## src/logic/cep_pkg.sv

```systemverilog
package cep_pkg;

  // widest codeword (l2 data buffer granule plus its check bits)
  localparam int CW_W = 80;
  localparam int SYN_W = 7;
  localparam int IDX_W = 16;
  localparam int PAR_W = 1;

  // protection granules, in data bits
  localparam int G_I_TAG = 34;
  localparam int G_I_DATA = 32;
  localparam int G_TLB_TAG = 40;
  localparam int G_TLB_DATA = 47;
  localparam int G_D_TAG = 35;
  localparam int G_D_DATA = 32;
  localparam int G_D_DIRTY = 2;
  localparam int G_L2_TAG_64K = 32;
  localparam int G_L2_TAG_128K = 31;
  localparam int G_L2_TAG_256K = 30;
  localparam int G_L2_DATA = 64;
  localparam int G_L2_BUF = 72;

  // hamming check bits plus one overall parity bit
  function automatic int cep_ecc_cw(input int w);
    int k;
    k = 1;
    for (int j = 1; j <= SYN_W; j++) begin
      if ((1 << k) < w + k + 1) begin
        k = k + 1;
      end
    end
    return w + k + 1;
  endfunction : cep_ecc_cw

  typedef enum logic [3:0] {
    RAM_I_TAG, RAM_I_DATA, RAM_TLB_TAG, RAM_TLB_DATA, RAM_D_TAG,
    RAM_D_DATA, RAM_D_DIRTY, RAM_L2_TAG, RAM_L2_DATA, RAM_L2_BUF
  } cep_ram_t;

  typedef enum logic [1:0] {L2_64K, L2_128K, L2_256K} cep_l2sz_t;

  typedef enum logic [2:0] {
    FIX_NONE, FIX_INV_SET, FIX_INV_ENTRY, FIX_CLEAN_INV,
    FIX_CLEAN_INV_DUP, FIX_REWRITE, FIX_INVALIDATE
  } cep_fix_t;

  typedef enum logic {ST_IDLE, ST_FIX} cep_state_t;

endpackage : cep_pkg

```

## src/logic/cep_ram_protect.sv

```systemverilog
`timescale 1ns/1ps
module cep_ram_protect
  import cep_pkg::*;
(
  input wire logic sys_clk,
  input wire logic rstn,
  input wire cep_pkg::cep_l2sz_t l2_size,
  input wire logic chk_valid,
  output logic chk_ready,
  input wire cep_pkg::cep_ram_t chk_ram,
  input wire logic [cep_pkg::IDX_W-1:0] chk_index,
  input wire logic [cep_pkg::CW_W-1:0] chk_word,
  output logic stall,
  output logic fix_valid,
  input wire logic fix_ready,
  output cep_pkg::cep_fix_t fix_cmd,
  output cep_pkg::cep_ram_t fix_ram,
  output logic [cep_pkg::IDX_W-1:0] fix_index,
  output logic [cep_pkg::CW_W-1:0] fix_word,
  output logic fix_poison,
  output logic resp_valid,
  output logic resp_retry,
  output logic resp_poison,
  output logic [cep_pkg::CW_W-1:0] resp_word,
  output logic refetch_req,
  output logic walk_req,
  output logic evt_valid,
  output cep_pkg::cep_ram_t evt_ram,
  output logic evt_uncorr,
  output logic loss_irq
);
  import cep_pkg::*;

  // codeword length of each granule; l2 tag shrinks as the cache grows
  function automatic int cep_width(input cep_ram_t r, input cep_l2sz_t s);
    int w;
    w = 0;
    case (r)
      RAM_I_TAG: w = G_I_TAG + PAR_W;
      RAM_I_DATA: w = G_I_DATA + PAR_W;
      RAM_TLB_TAG: w = G_TLB_TAG + PAR_W;
      RAM_TLB_DATA: w = G_TLB_DATA + PAR_W;
      RAM_D_TAG: w = cep_ecc_cw(G_D_TAG);
      RAM_D_DATA: w = cep_ecc_cw(G_D_DATA);
      RAM_D_DIRTY: w = cep_ecc_cw(G_D_DIRTY);
      RAM_L2_TAG: begin
        case (s)
          L2_128K: w = cep_ecc_cw(G_L2_TAG_128K);
          L2_256K: w = cep_ecc_cw(G_L2_TAG_256K);
          default: w = cep_ecc_cw(G_L2_TAG_64K);
        endcase
      end
      RAM_L2_DATA: w = cep_ecc_cw(G_L2_DATA);
      RAM_L2_BUF: w = cep_ecc_cw(G_L2_BUF);
      default: w = 0;
    endcase
    return w;
  endfunction : cep_width

  // xor of the positions of all set bits
  function automatic logic [SYN_W-1:0] cep_syn(input logic [CW_W-1:0] cw);
    logic [SYN_W-1:0] s;
    s = '0;
    for (int i = 1; i < CW_W; i++) begin
      if (cw[i]) begin
        s = s ^ SYN_W'(i);
      end
    end
    return s;
  endfunction : cep_syn

  cep_state_t state_q;
  logic take;
  logic is_ecc;
  int wid;
  logic [CW_W-1:0] cw;
  logic [CW_W-1:0] corr;
  logic [SYN_W-1:0] syn;
  logic par;
  logic err;
  logic unc;
  cep_fix_t act;
  logic do_retry;
  logic do_refetch;
  logic do_walk;
  logic do_poison;
  logic do_irq;

  logic chk_ready_q;
  logic stall_q;
  logic fix_valid_q;
  cep_fix_t fix_cmd_q;
  cep_ram_t fix_ram_q;
  logic [IDX_W-1:0] fix_index_q;
  logic [CW_W-1:0] fix_word_q;
  logic fix_poison_q;
  logic resp_valid_q;
  logic resp_retry_q;
  logic resp_poison_q;
  logic [CW_W-1:0] resp_word_q;
  logic refetch_q;
  logic walk_q;
  logic refetch_pend_q;
  logic walk_pend_q;
  logic evt_valid_q;
  cep_ram_t evt_ram_q;
  logic evt_uncorr_q;
  logic irq_q;

  assign take = chk_valid && chk_ready_q;

  // check the granule; bits beyond its codeword are masked off
  always_comb begin
    wid = cep_width(chk_ram, l2_size);
    for (int i = 0; i < CW_W; i++) begin
      cw[i] = chk_word[i] && (i < wid);
    end
    is_ecc = (chk_ram == RAM_D_TAG) || (chk_ram == RAM_D_DATA) ||
             (chk_ram == RAM_D_DIRTY) || (chk_ram == RAM_L2_TAG) ||
             (chk_ram == RAM_L2_DATA) || (chk_ram == RAM_L2_BUF);
    syn = cep_syn(cw);
    par = ^cw;
    corr = cw;
    unc = 1'b0;
    if (!is_ecc) begin
      // a parity pair cancels out, so doubles pass silently
      err = par;
    end else begin
      err = par || (syn != '0);
      if (!par && (syn != '0)) begin
        unc = 1'b1;
      end else if (par && (int'(syn) >= wid)) begin
        unc = 1'b1; // points outside the granule: several bits hit
      end else if (par) begin
        corr[syn] = ~cw[syn];
      end
    end
  end

  // recovery action per ram and outcome
  always_comb begin
    act = FIX_NONE;
    do_retry = 1'b1;
    do_refetch = 1'b0;
    do_walk = 1'b0;
    do_poison = 1'b0;
    do_irq = 1'b0;
    case (chk_ram)
      RAM_I_TAG, RAM_I_DATA: begin
        act = FIX_INV_SET;
        do_refetch = 1'b1;
      end
      RAM_TLB_TAG, RAM_TLB_DATA: begin
        act = FIX_INV_ENTRY;
        do_walk = 1'b1;
      end
      RAM_D_TAG: begin
        act = unc ? FIX_INVALIDATE : FIX_CLEAN_INV_DUP;
        do_refetch = 1'b1;
        do_irq = unc;
      end
      RAM_D_DATA: begin
        act = FIX_CLEAN_INV;
        do_refetch = 1'b1;
        do_poison = unc;
      end
      RAM_D_DIRTY: begin
        act = unc ? FIX_INVALIDATE : FIX_CLEAN_INV;
        do_refetch = 1'b1;
        do_irq = unc;
      end
      RAM_L2_TAG: begin
        // the retry of a dropped tag misses and refetches below
        act = unc ? FIX_INVALIDATE : FIX_REWRITE;
        do_irq = unc;
      end
      RAM_L2_DATA, RAM_L2_BUF: begin
        act = FIX_REWRITE;
        do_retry = 1'b0;
        do_poison = unc;
      end
      default: begin
        act = FIX_NONE;
      end
    endcase
  end

  // sequencing: idle passes clean words, fix holds the access
  always_ff @(posedge sys_clk or negedge rstn) begin
    if (!rstn) begin
      state_q <= ST_IDLE;
      chk_ready_q <= 1'b0;
      stall_q <= 1'b0;
    end else begin
      unique case (state_q)
        ST_IDLE: begin
          chk_ready_q <= 1'b1;
          if (take && err) begin
            state_q <= ST_FIX;
            chk_ready_q <= 1'b0; // one granule at a time
            stall_q <= 1'b1;
          end
        end
        ST_FIX: begin
          if (fix_ready) begin
            state_q <= ST_IDLE;
            chk_ready_q <= 1'b1;
            stall_q <= 1'b0;
          end
        end
      endcase
    end
  end

  // repair command; the corrected word goes back into the ram
  always_ff @(posedge sys_clk or negedge rstn) begin
    if (!rstn) begin
      fix_valid_q <= 1'b0;
      fix_cmd_q <= FIX_NONE;
      fix_ram_q <= RAM_I_TAG;
      fix_index_q <= '0;
      fix_word_q <= '0;
      fix_poison_q <= 1'b0;
    end else if (state_q == ST_IDLE && take && err) begin
      fix_valid_q <= 1'b1;
      fix_cmd_q <= act;
      fix_ram_q <= chk_ram;
      fix_index_q <= chk_index;
      fix_word_q <= corr;
      fix_poison_q <= do_poison;
    end else if (fix_valid_q && fix_ready) begin
      fix_valid_q <= 1'b0;
    end
  end

  // answer to the access: at once when clean, after repair otherwise
  always_ff @(posedge sys_clk or negedge rstn) begin
    if (!rstn) begin
      resp_valid_q <= 1'b0;
      resp_retry_q <= 1'b0;
      resp_poison_q <= 1'b0;
      resp_word_q <= '0;
      refetch_pend_q <= 1'b0;
      walk_pend_q <= 1'b0;
    end else begin
      resp_valid_q <= 1'b0;
      if (state_q == ST_IDLE && take) begin
        resp_word_q <= corr;
        resp_retry_q <= err && do_retry;
        resp_poison_q <= err && do_poison;
        refetch_pend_q <= err && do_refetch;
        walk_pend_q <= err && do_walk;
        resp_valid_q <= !err;
      end else if (state_q == ST_FIX && fix_ready) begin
        resp_valid_q <= 1'b1;
      end
    end
  end

  // refill from below once the entry is gone
  always_ff @(posedge sys_clk or negedge rstn) begin
    if (!rstn) begin
      refetch_q <= 1'b0;
      walk_q <= 1'b0;
    end else begin
      refetch_q <= state_q == ST_FIX && fix_ready && refetch_pend_q;
      walk_q <= state_q == ST_FIX && fix_ready && walk_pend_q;
    end
  end

  // error event and data-loss interrupt, pulsed on detection
  always_ff @(posedge sys_clk or negedge rstn) begin
    if (!rstn) begin
      evt_valid_q <= 1'b0;
      evt_ram_q <= RAM_I_TAG;
      evt_uncorr_q <= 1'b0;
      irq_q <= 1'b0;
    end else begin
      evt_valid_q <= state_q == ST_IDLE && take && err;
      irq_q <= state_q == ST_IDLE && take && err && do_irq;
      if (state_q == ST_IDLE && take && err) begin
        evt_ram_q <= chk_ram;
        evt_uncorr_q <= unc;
      end
    end
  end

  assign chk_ready = chk_ready_q;
  assign stall = stall_q;
  assign fix_valid = fix_valid_q;
  assign fix_cmd = fix_cmd_q;
  assign fix_ram = fix_ram_q;
  assign fix_index = fix_index_q;
  assign fix_word = fix_word_q;
  assign fix_poison = fix_poison_q;
  assign resp_valid = resp_valid_q;
  assign resp_retry = resp_retry_q;
  assign resp_poison = resp_poison_q;
  assign resp_word = resp_word_q;
  assign refetch_req = refetch_q;
  assign walk_req = walk_q;
  assign evt_valid = evt_valid_q;
  assign evt_ram = evt_ram_q;
  assign evt_uncorr = evt_uncorr_q;
  assign loss_irq = irq_q;

endmodule : cep_ram_protect

```

## config.mk

```make
export PLATFORM = sky130hd
export DESIGN_NAME = cep_ram_protect
export DESIGN_NICKNAME = d
export VERILOG_FILES = /design/src/logic/cep_pkg.sv /design/src/logic/cep_ram_protect.sv
export SDC_FILE = /design/constraint.sdc
export NUM_CORES = 1
export LEC_CHECK = 0
export ABC_CLOCK_PERIOD_IN_PS = 2260
export BUFFER_PORTS_ARGS = -buffer_cell sky130_fd_sc_hd__buf_2
export CORE_ASPECT_RATIO = 1.2
export CORE_UTILIZATION = 25
export DETAILED_ROUTE_END_ITERATION = 7
export PLACE_DENSITY = 0.53
export REMOVE_ABC_BUFFERS = 1
export SLEW_MARGIN = 25
export SYNTH_ARGS = -nofsm -noshare
export SYNTH_HDL_FRONTEND = slang
export SYNTH_SLANG_ARGS = --single-unit
```

## constraint.sdc

```tcl
create_clock -name sys_clk -period 2.26 [get_ports sys_clk]
set_input_delay 0.226 -clock sys_clk [delete_from_list [all_inputs] [get_ports sys_clk]]
set_output_delay 0.226 -clock sys_clk [all_outputs]
set_load 0.02 [all_outputs]
```

* After elaboration in Yosys (flattened, before gate mapping)
Index checks and enable logic that the tools add are counted.
** Operators by class
- $lt $le $gt $ge :: 83
- Eq/ne operators :: 13
- Multiplexer cells :: 116
- Bitwise logic cells :: 80
- Reduce and logical (&&, ||, !) cells :: 115
** Operators with widths (count)
- 7-bit by 32-bit < comparator with 1-bit output, first input constant :: 32
- 6-bit by 32-bit < comparator with 1-bit output, first input constant :: 16
- 8-bit by 32-bit < comparator with 1-bit output, first input constant :: 16
- 80-bit two-way mux :: 4
- 5-bit by 32-bit < comparator with 1-bit output, first input constant :: 8
- 6-bit two-way mux :: 32
- 4-bit by 32-bit < comparator with 1-bit output, first input constant :: 4
- 7-bit two-way mux :: 16
- 1-bit logical AND :: 96
- 80-bit bitwise mux :: 1
- 5-bit two-way mux :: 16
- 80-bit parity :: 1
- 3-bit inverter :: 26
- 4-bit inverter :: 19
- 7-bit one-hot mux with 10 select lines :: 1
- 3-bit by 32-bit < comparator with 1-bit output, first input constant :: 2
- 2-bit inverter :: 19
- 5-bit inverter :: 7
- 8-bit by 32-bit >= comparator with 1-bit output :: 1
- 1-bit by 32-bit < comparator with 1-bit output, first input constant :: 1
- 2-bit by 32-bit < comparator with 1-bit output, first input constant :: 1
- 4-bit two-way mux :: 8
- 1-bit two-way mux :: 22
- 3-bit one-hot mux with 7 select lines :: 1
- other kinds (27) :: 57
** Storage, ports and cells
- Register bits after elaboration :: 198
- Output and inout bits :: 199
- Logic and storage cells :: 427

* Longest topological paths before layout
- Word-level depth :: 165
- Mapped depth :: 28

* Worst setup path before layout
No wires, ideal clock.
- Path kind :: input port to flip-flop
- Start :: in chk_word[49] (netlist name)
- End :: reg fix_word_q[10] (netlist: fix_word[10])
- Arrival :: 4.845 ns
- Data required time :: 2.134 ns
- Setup slack :: -2.712 ns
- Stages :: 25
- Path buffers :: 2
- Cells stage by stage :: xnor3_1 xnor2_1 mux2_1 a22oi_1 xnor3_1 xnor2_2 xor2_2 inv_2 buf_4 buf_2 ha_1 nand2b_1 a21o_1 a21oi_1 nor2b_1 o21ai_0 nand2b_1 a21o_1 a211o_1 nor2_4 nand3_4 nor2_2 nand2_1 a32oi_1 o21ai_1
** Between the ends
- Cells in the longest elaborated chain, start to end :: 56
- Elaborated cells on any way between the ends :: 76
** RTL lines
- start: declaration :: RTL line cep_ram_protect.sv:12 : input wire logic [cep_pkg::CW_W-1:0] chk_word,
- 1-bit logical AND (*) :: RTL line cep_ram_protect.sv:116 : cw[i] = chk_word[i] && (i < wid);
- 6-bit two-way mux (2 in series) :: RTL line cep_ram_protect.sv:65 : if (cw[i]) begin
- 4-bit inverter (no line)
- 6-bit two-way mux (2 in series) :: RTL line cep_ram_protect.sv:65
- 4-bit inverter (no line)
- 6-bit two-way mux (2 in series) :: RTL line cep_ram_protect.sv:65
- 5-bit inverter (no line)
- 6-bit two-way mux (2 in series) :: RTL line cep_ram_protect.sv:65
- [... 36 more ...]
- 1-bit logical AND (implied by the code) :: RTL line cep_ram_protect.sv:135 : corr[syn] = ~cw[syn];
- 1-bit two-way mux (implied by the code) :: RTL line cep_ram_protect.sv:135
- 1-bit demux with 7-bit select :: RTL line cep_ram_protect.sv:135
- 80-bit bitwise mux :: RTL line cep_ram_protect.sv:135
- 80-bit two-way mux :: RTL line cep_ram_protect.sv:134 : end else if (par) begin
- 80-bit two-way mux :: RTL line cep_ram_protect.sv:132 : end else if (par && (int'(syn) >= wid)) begin
- 80-bit two-way mux :: RTL line cep_ram_protect.sv:130 : if (!par && (syn != '0)) begin
- 80-bit two-way mux :: RTL line cep_ram_protect.sv:125 : if (!is_ecc) begin
- end signal: assignment :: RTL line cep_ram_protect.sv:229 : fix_word_q <= corr;
- end: declaration :: RTL line cep_ram_protect.sv:95 : logic [CW_W-1:0] fix_word_q;
Every way passes the cells marked *; elsewhere a longest branch is shown, timed or not. The select of a mux whose other input is x is not followed.
A chain may end at the register's enable or synchronous reset.

* Worst setup path after layout
- Start :: in chk_ram[0]
- End :: reg fix_word_q[67] (netlist: fix_word[67])
** Between the ends
- Cells in the longest elaborated chain, start to end :: 131
- Elaborated cells on any way between the ends :: 349
** RTL lines
- start: declaration :: RTL line cep_ram_protect.sv:10 : input wire cep_pkg::cep_ram_t chk_ram,
- 4-bit equality test, or another cell as far along :: RTL line cep_ram_protect.sv:38, cep_ram_protect.sv:120
- 7-bit one-hot mux with 10 select lines :: RTL line cep_ram_protect.sv:38 : case (r)
- 2-bit by 32-bit < comparator with 1-bit output :: RTL line cep_ram_protect.sv:116
- 1-bit logical AND :: RTL line cep_ram_protect.sv:116
- 1-bit two-way mux :: RTL line cep_ram_protect.sv:65
- 2-bit two-way mux :: RTL line cep_ram_protect.sv:65
- 2-bit inverter (no line)
- 2-bit two-way mux :: RTL line cep_ram_protect.sv:65
- [... 115 more ...]
- 1-bit logical AND (implied by the code) :: RTL line cep_ram_protect.sv:135
- 1-bit two-way mux (implied by the code) :: RTL line cep_ram_protect.sv:135
- 1-bit demux with 7-bit select :: RTL line cep_ram_protect.sv:135
- 80-bit bitwise mux :: RTL line cep_ram_protect.sv:135
- 80-bit two-way mux :: RTL line cep_ram_protect.sv:134
- 80-bit two-way mux :: RTL line cep_ram_protect.sv:132
- 80-bit two-way mux :: RTL line cep_ram_protect.sv:130
- 80-bit two-way mux :: RTL line cep_ram_protect.sv:125
Parallel ways exist; a longest one is shown, timed or not. The select of a mux whose other input is x is not followed.

==> impl_results.md <==
* Run status: finished with violations
* Violations in the final reports: setup timing
* Maximum number of pins on one net before global-route repair at 65
* Row cnt at 88
* Clock latency on the worst-skew pair at 0.49 ns
* Final number of hold-violating endpoints at 0
* Simple-Gate Fraction of Synth Area at 18.5%
* Static leakage power at 9.91 nW
* Number of search-and-repair iterations in the first detailed-routing pass at 5
* Total clock buffers created by CTS at 17
* Number of clock sinks at 198
* Commonest cells in the synthesized netlist: 328 x sky130_fd_sc_hd__nand2_1, 198 x sky130_fd_sc_hd__dfrtp_1, 94 x sky130_fd_sc_hd__xnor2_1, 70 x sky130_fd_sc_hd__nor2_1, 66 x sky130_fd_sc_hd__a32oi_1
* Buffers on Ports at 304
* Total die area at 0.0496 mm^2
* Hpwl dp at 42600 um
* Filler cell count at 4632
* MaxCap Viol Count at 0
* Final weighted congestion in routability-driven placement at 0.890
* Most used flip-flop cell after synthesis: sky130_fd_sc_hd__dfrtp_1
* Max Fclk at 230 MHz
* Final worst setup slack at -2.09 ns
* Power per unit of standard cell area at 1460 mW/mm^2
* Library cell occupying the most area in the post-synthesis netlist: sky130_fd_sc_hd__dfrtp_1
* Combinational family with the most area after synthesis: compound AO/OA/AOI/OAI gates
* Sequential cell area at 0.00495 mm^2
* Via density per instance at 5.12
* Area of the multi-input gates at 0.00831 mm^2
* Sequential cell area fraction in the yosys report at 40.7%
* Endpoint arrival time on the critical path at 4.71 ns
* Remaining max-slew budget at the tightest pin at 56.0%
* Class of the worst hold path: in -> reg
* Number of pins with negative max-slew slack in the final report at 0
* Cells on Worst Hold Path at 3
* Post-synthesis sequential element count at 198
* Final setup violating endpoints at 196
* Initial antenna violation count at 6
* Remaining number of nets flagged by the antenna check after routing at 0
* Total overflow reported by the global router at 0
* Post-layout minimum cycle time at 4.35 ns
* Largest vdd supply drop at 0.874 mV
* Mux cell area share after synthesis at 1.26%
* Adder and majority cell fraction of the synthesized area at 0.801%
* Yosys warning total at 0
* Complex-gate fraction of the synthesized area at 22.5%
* Most used standard cell by instance count after synthesis: sky130_fd_sc_hd__nand2_1
* Count of H-tree levels built during CTS at 4
* Fraction of synthesized cell area taken by the top area cell type at 40.7%
* R2R Path Start: chk_ready
* CP Capture Type: flip-flop
* Met3 GRT Util at 3.48%
* Xor-xnor portion of the synthesized cell area at 11.9%
* First-pass GRT wire length at 86000 um
* Cell Area, Placed at 0.0170 mm^2
* RSZ-0062 raised after global routing: yes
* Worst hold margin at 0.0851 ns
* Setup skew after layout at 0.0157 ns
* Chip Height at 244 um
* CP max FO at 8
* Mapped Avg Cell Area at 9.10 um^2
* Buffer levels on the longest clock path at 2
* Vias after detailed routing at 13600
* CTS tree: yes
* R2r worst-path depth at 7
* Area growth from synthesis to layout at 69.5%
* Initial core utilization at 25.3%
* Hold-critical path endpoint: resp_word[74]
* DRC violation total after the first TritonRoute iteration at 864
* Buffer cell driving the clock tree root: sky130_fd_sc_hd__clkbuf_16
* Count of flip-flops with a built-in enable after synthesis at 0
* Residual DRC count at 0
* Type of origin of the critical path: primary input
* Period utilization at 192%
* Syn Std Cell Area at 0.0122 mm^2
* Die span in x at 204 um
* Number of distinct library cells after synthesis at 84
* Cells after synthesis at 1339
* Flop2flop setup slack at 0.33 ns
* Global-route met2 utilization at 39.3%
* Total core area at 0.0481 mm^2
* Required arrival time at the worst endpoint at 2.62 ns
* Final net count at 2123
* Number of global-route vias before repair at 13700
* Terminus of the critical flop-to-flop path: fix_word[24]
* Transition time of the tightest slew-check pin at 0.657 ns
* Wirelength, routed at 59800 um
* Fraction of final layout cells sized beyond drive strength 1 at 51.3%
* Final design instance area without fill at 0.0207 mm^2
* Post-DR wirelength/cell at 22.5 um
* Global-route total usage across every layer at 23.4%
* Met1 Usage GRT at 29.5%
* Number of placed I/O pins at 305
* Share of async-settable or async-resettable flops after synthesis at 100%
* Clock-pin slew reported for the worst setup and hold paths after clock tree synthesis at 0.09 ns
* Busiest grt layer: met2
* Setup Crit Path Kind: in -> reg
* Biggest area contributors in the synthesized netlist: sky130_fd_sc_hd__dfrtp_1 41%, sky130_fd_sc_hd__nand2_1 10%, sky130_fd_sc_hd__xnor2_1 6.8%
* Share of the core filled with cells at 42.9%
* Hold path startpoint: chk_word[74]
worst max-delay path by stage:
stage | start | endpoint | slack, ns
after global routing | chk_ram[2] | fix_word[67] | -2.24
after CTS | chk_ram[0] | fix_word[24] | -2.08
after floorplan | chk_ram[2] | fix_word[0] | -6.64
after global placement | chk_word[49] | fix_word[63] | -2.86
final | chk_ram[0] | fix_word[67] | -2.09
after detailed placement | chk_word[49] | resp_word[63] | -2.92
layout by cell type, fill, tap and decap left out, types with 12 or more instances in the layout:
master	synthesis	final
sky130_fd_sc_hd__a21oi_1	32	26
sky130_fd_sc_hd__a32oi_1	66	55
sky130_fd_sc_hd__buf_12	0	53
sky130_fd_sc_hd__buf_2	19	298
sky130_fd_sc_hd__buf_4	10	320
sky130_fd_sc_hd__buf_6	7	40
sky130_fd_sc_hd__clkbuf_16	0	19
sky130_fd_sc_hd__dfrtp_1	198	198
sky130_fd_sc_hd__dlygate4sd3_1	0	19
sky130_fd_sc_hd__inv_1	14	12
sky130_fd_sc_hd__nand2_1	328	235
sky130_fd_sc_hd__nand2_2	1	15
sky130_fd_sc_hd__nand2_4	0	64
sky130_fd_sc_hd__nand2_8	0	15
sky130_fd_sc_hd__nand3_1	44	29
sky130_fd_sc_hd__nand3_2	1	12
sky130_fd_sc_hd__nor2_1	70	66
sky130_fd_sc_hd__nor2_4	7	12
sky130_fd_sc_hd__o21ai_0	37	18
sky130_fd_sc_hd__o21ai_1	56	72
sky130_fd_sc_hd__o221ai_1	61	13
sky130_fd_sc_hd__o221ai_2	24	69
sky130_fd_sc_hd__xnor2_1	94	87
sky130_fd_sc_hd__xor2_1	35	34
layout make-up:
class,count,share of cell area [%]
Multi-Input combinational cell,1033,40.2
Timing Repair Buffer,744,28.7
Sequential cell,198,24.0
Tap cell,630,3.82
Clock buffer,19,2.19
Clock inverter,13,0.642
Inverter,16,0.327
Antenna cell,7,0.0848
power breakdown:
part / switching (mW) / leakage, nW / total (mW) / internal [mW]
clock: 1.59 / 0.288 / 3.20 / 1.61
sequential: 0.831 / 2.60 / 5.69 / 4.86
combinational: 12.6 / 7.02 / 21.2 / 8.60
through the flow:
stage          power [mW]   TNS, ns  worst slack [ns]  instances
2_1_floorplan        13.4  -1043.62             -6.64       1246
3_3_place_gp         22.0   -511.37             -2.86       2529
3_5_place_dp         22.2   -525.85             -2.92       2529
4_1_cts              28.6   -366.55             -2.08       2620
5_1_grt              31.5   -395.06             -2.24       2658
6_report             30.1   -370.02             -2.09       2660
critical path, cell delays in order:
cell and delay (ns):
sky130_fd_sc_hd__buf_8 0.11, sky130_fd_sc_hd__buf_12 0.13, sky130_fd_sc_hd__and3b_1 0.17, sky130_fd_sc_hd__buf_4 0.14, sky130_fd_sc_hd__a22oi_2 0.17, sky130_fd_sc_hd__nor2_2 0.07, sky130_fd_sc_hd__xnor3_1 0.34, sky130_fd_sc_hd__xnor3_1 0.42
sky130_fd_sc_hd__xnor2_2 0.22, sky130_fd_sc_hd__xor2_2 0.18, sky130_fd_sc_hd__inv_2 0.08, sky130_fd_sc_hd__ha_4 0.21, sky130_fd_sc_hd__nand2b_4 0.13, sky130_fd_sc_hd__a21o_1 0.15, sky130_fd_sc_hd__a21oi_1 0.12, sky130_fd_sc_hd__nor2b_1 0.06
sky130_fd_sc_hd__o21ai_1 0.14, sky130_fd_sc_hd__nand2b_1 0.08, sky130_fd_sc_hd__a21o_1 0.15, sky130_fd_sc_hd__a211o_1 0.29, sky130_fd_sc_hd__nor2_4 0.19, sky130_fd_sc_hd__buf_4 0.16, sky130_fd_sc_hd__nand3_4 0.10, sky130_fd_sc_hd__nor2_4 0.11
sky130_fd_sc_hd__buf_12 0.17, sky130_fd_sc_hd__nand2_1 0.10, sky130_fd_sc_hd__a32oi_1 0.21, sky130_fd_sc_hd__o21ai_1 0.08
timing repair:
item	4_1_cts	5_1_grt
cloned	7	2
resized for setup	268	169
pin swaps	141	72
hold buffers	19	0
endpoints found under the hold margin	77	0
buffers inserted	35	33
endpoints found under the setup margin	196	196
cells by family after synthesis:
kind of cell | Yosys count
AOI/OAI and AO/OA | 353
xor gates and xnor gates | 144
adders and majority gates | 8
buffers and inverters | 109
DFF | 198
muxes | 15
and+or+nand+nor | 512
state kept, by name (all words and copies together) (netlist names), 3 cells and up:
signal	count
resp_word	80
fix_cmd	3
fix_word	80
fix_index	16
evt_ram	4
per-layer routing:
metal  part of all wire (%)  up-vias  wire length, um
li1                       -     6215                -
met1                     41     6758            24700
met2                     50      521            29600
met3                    5.2      120             3090
met4                    4.0        0             2370
met5                      0        -                0
Note: power is estimated with default switching activity, not from simulation.
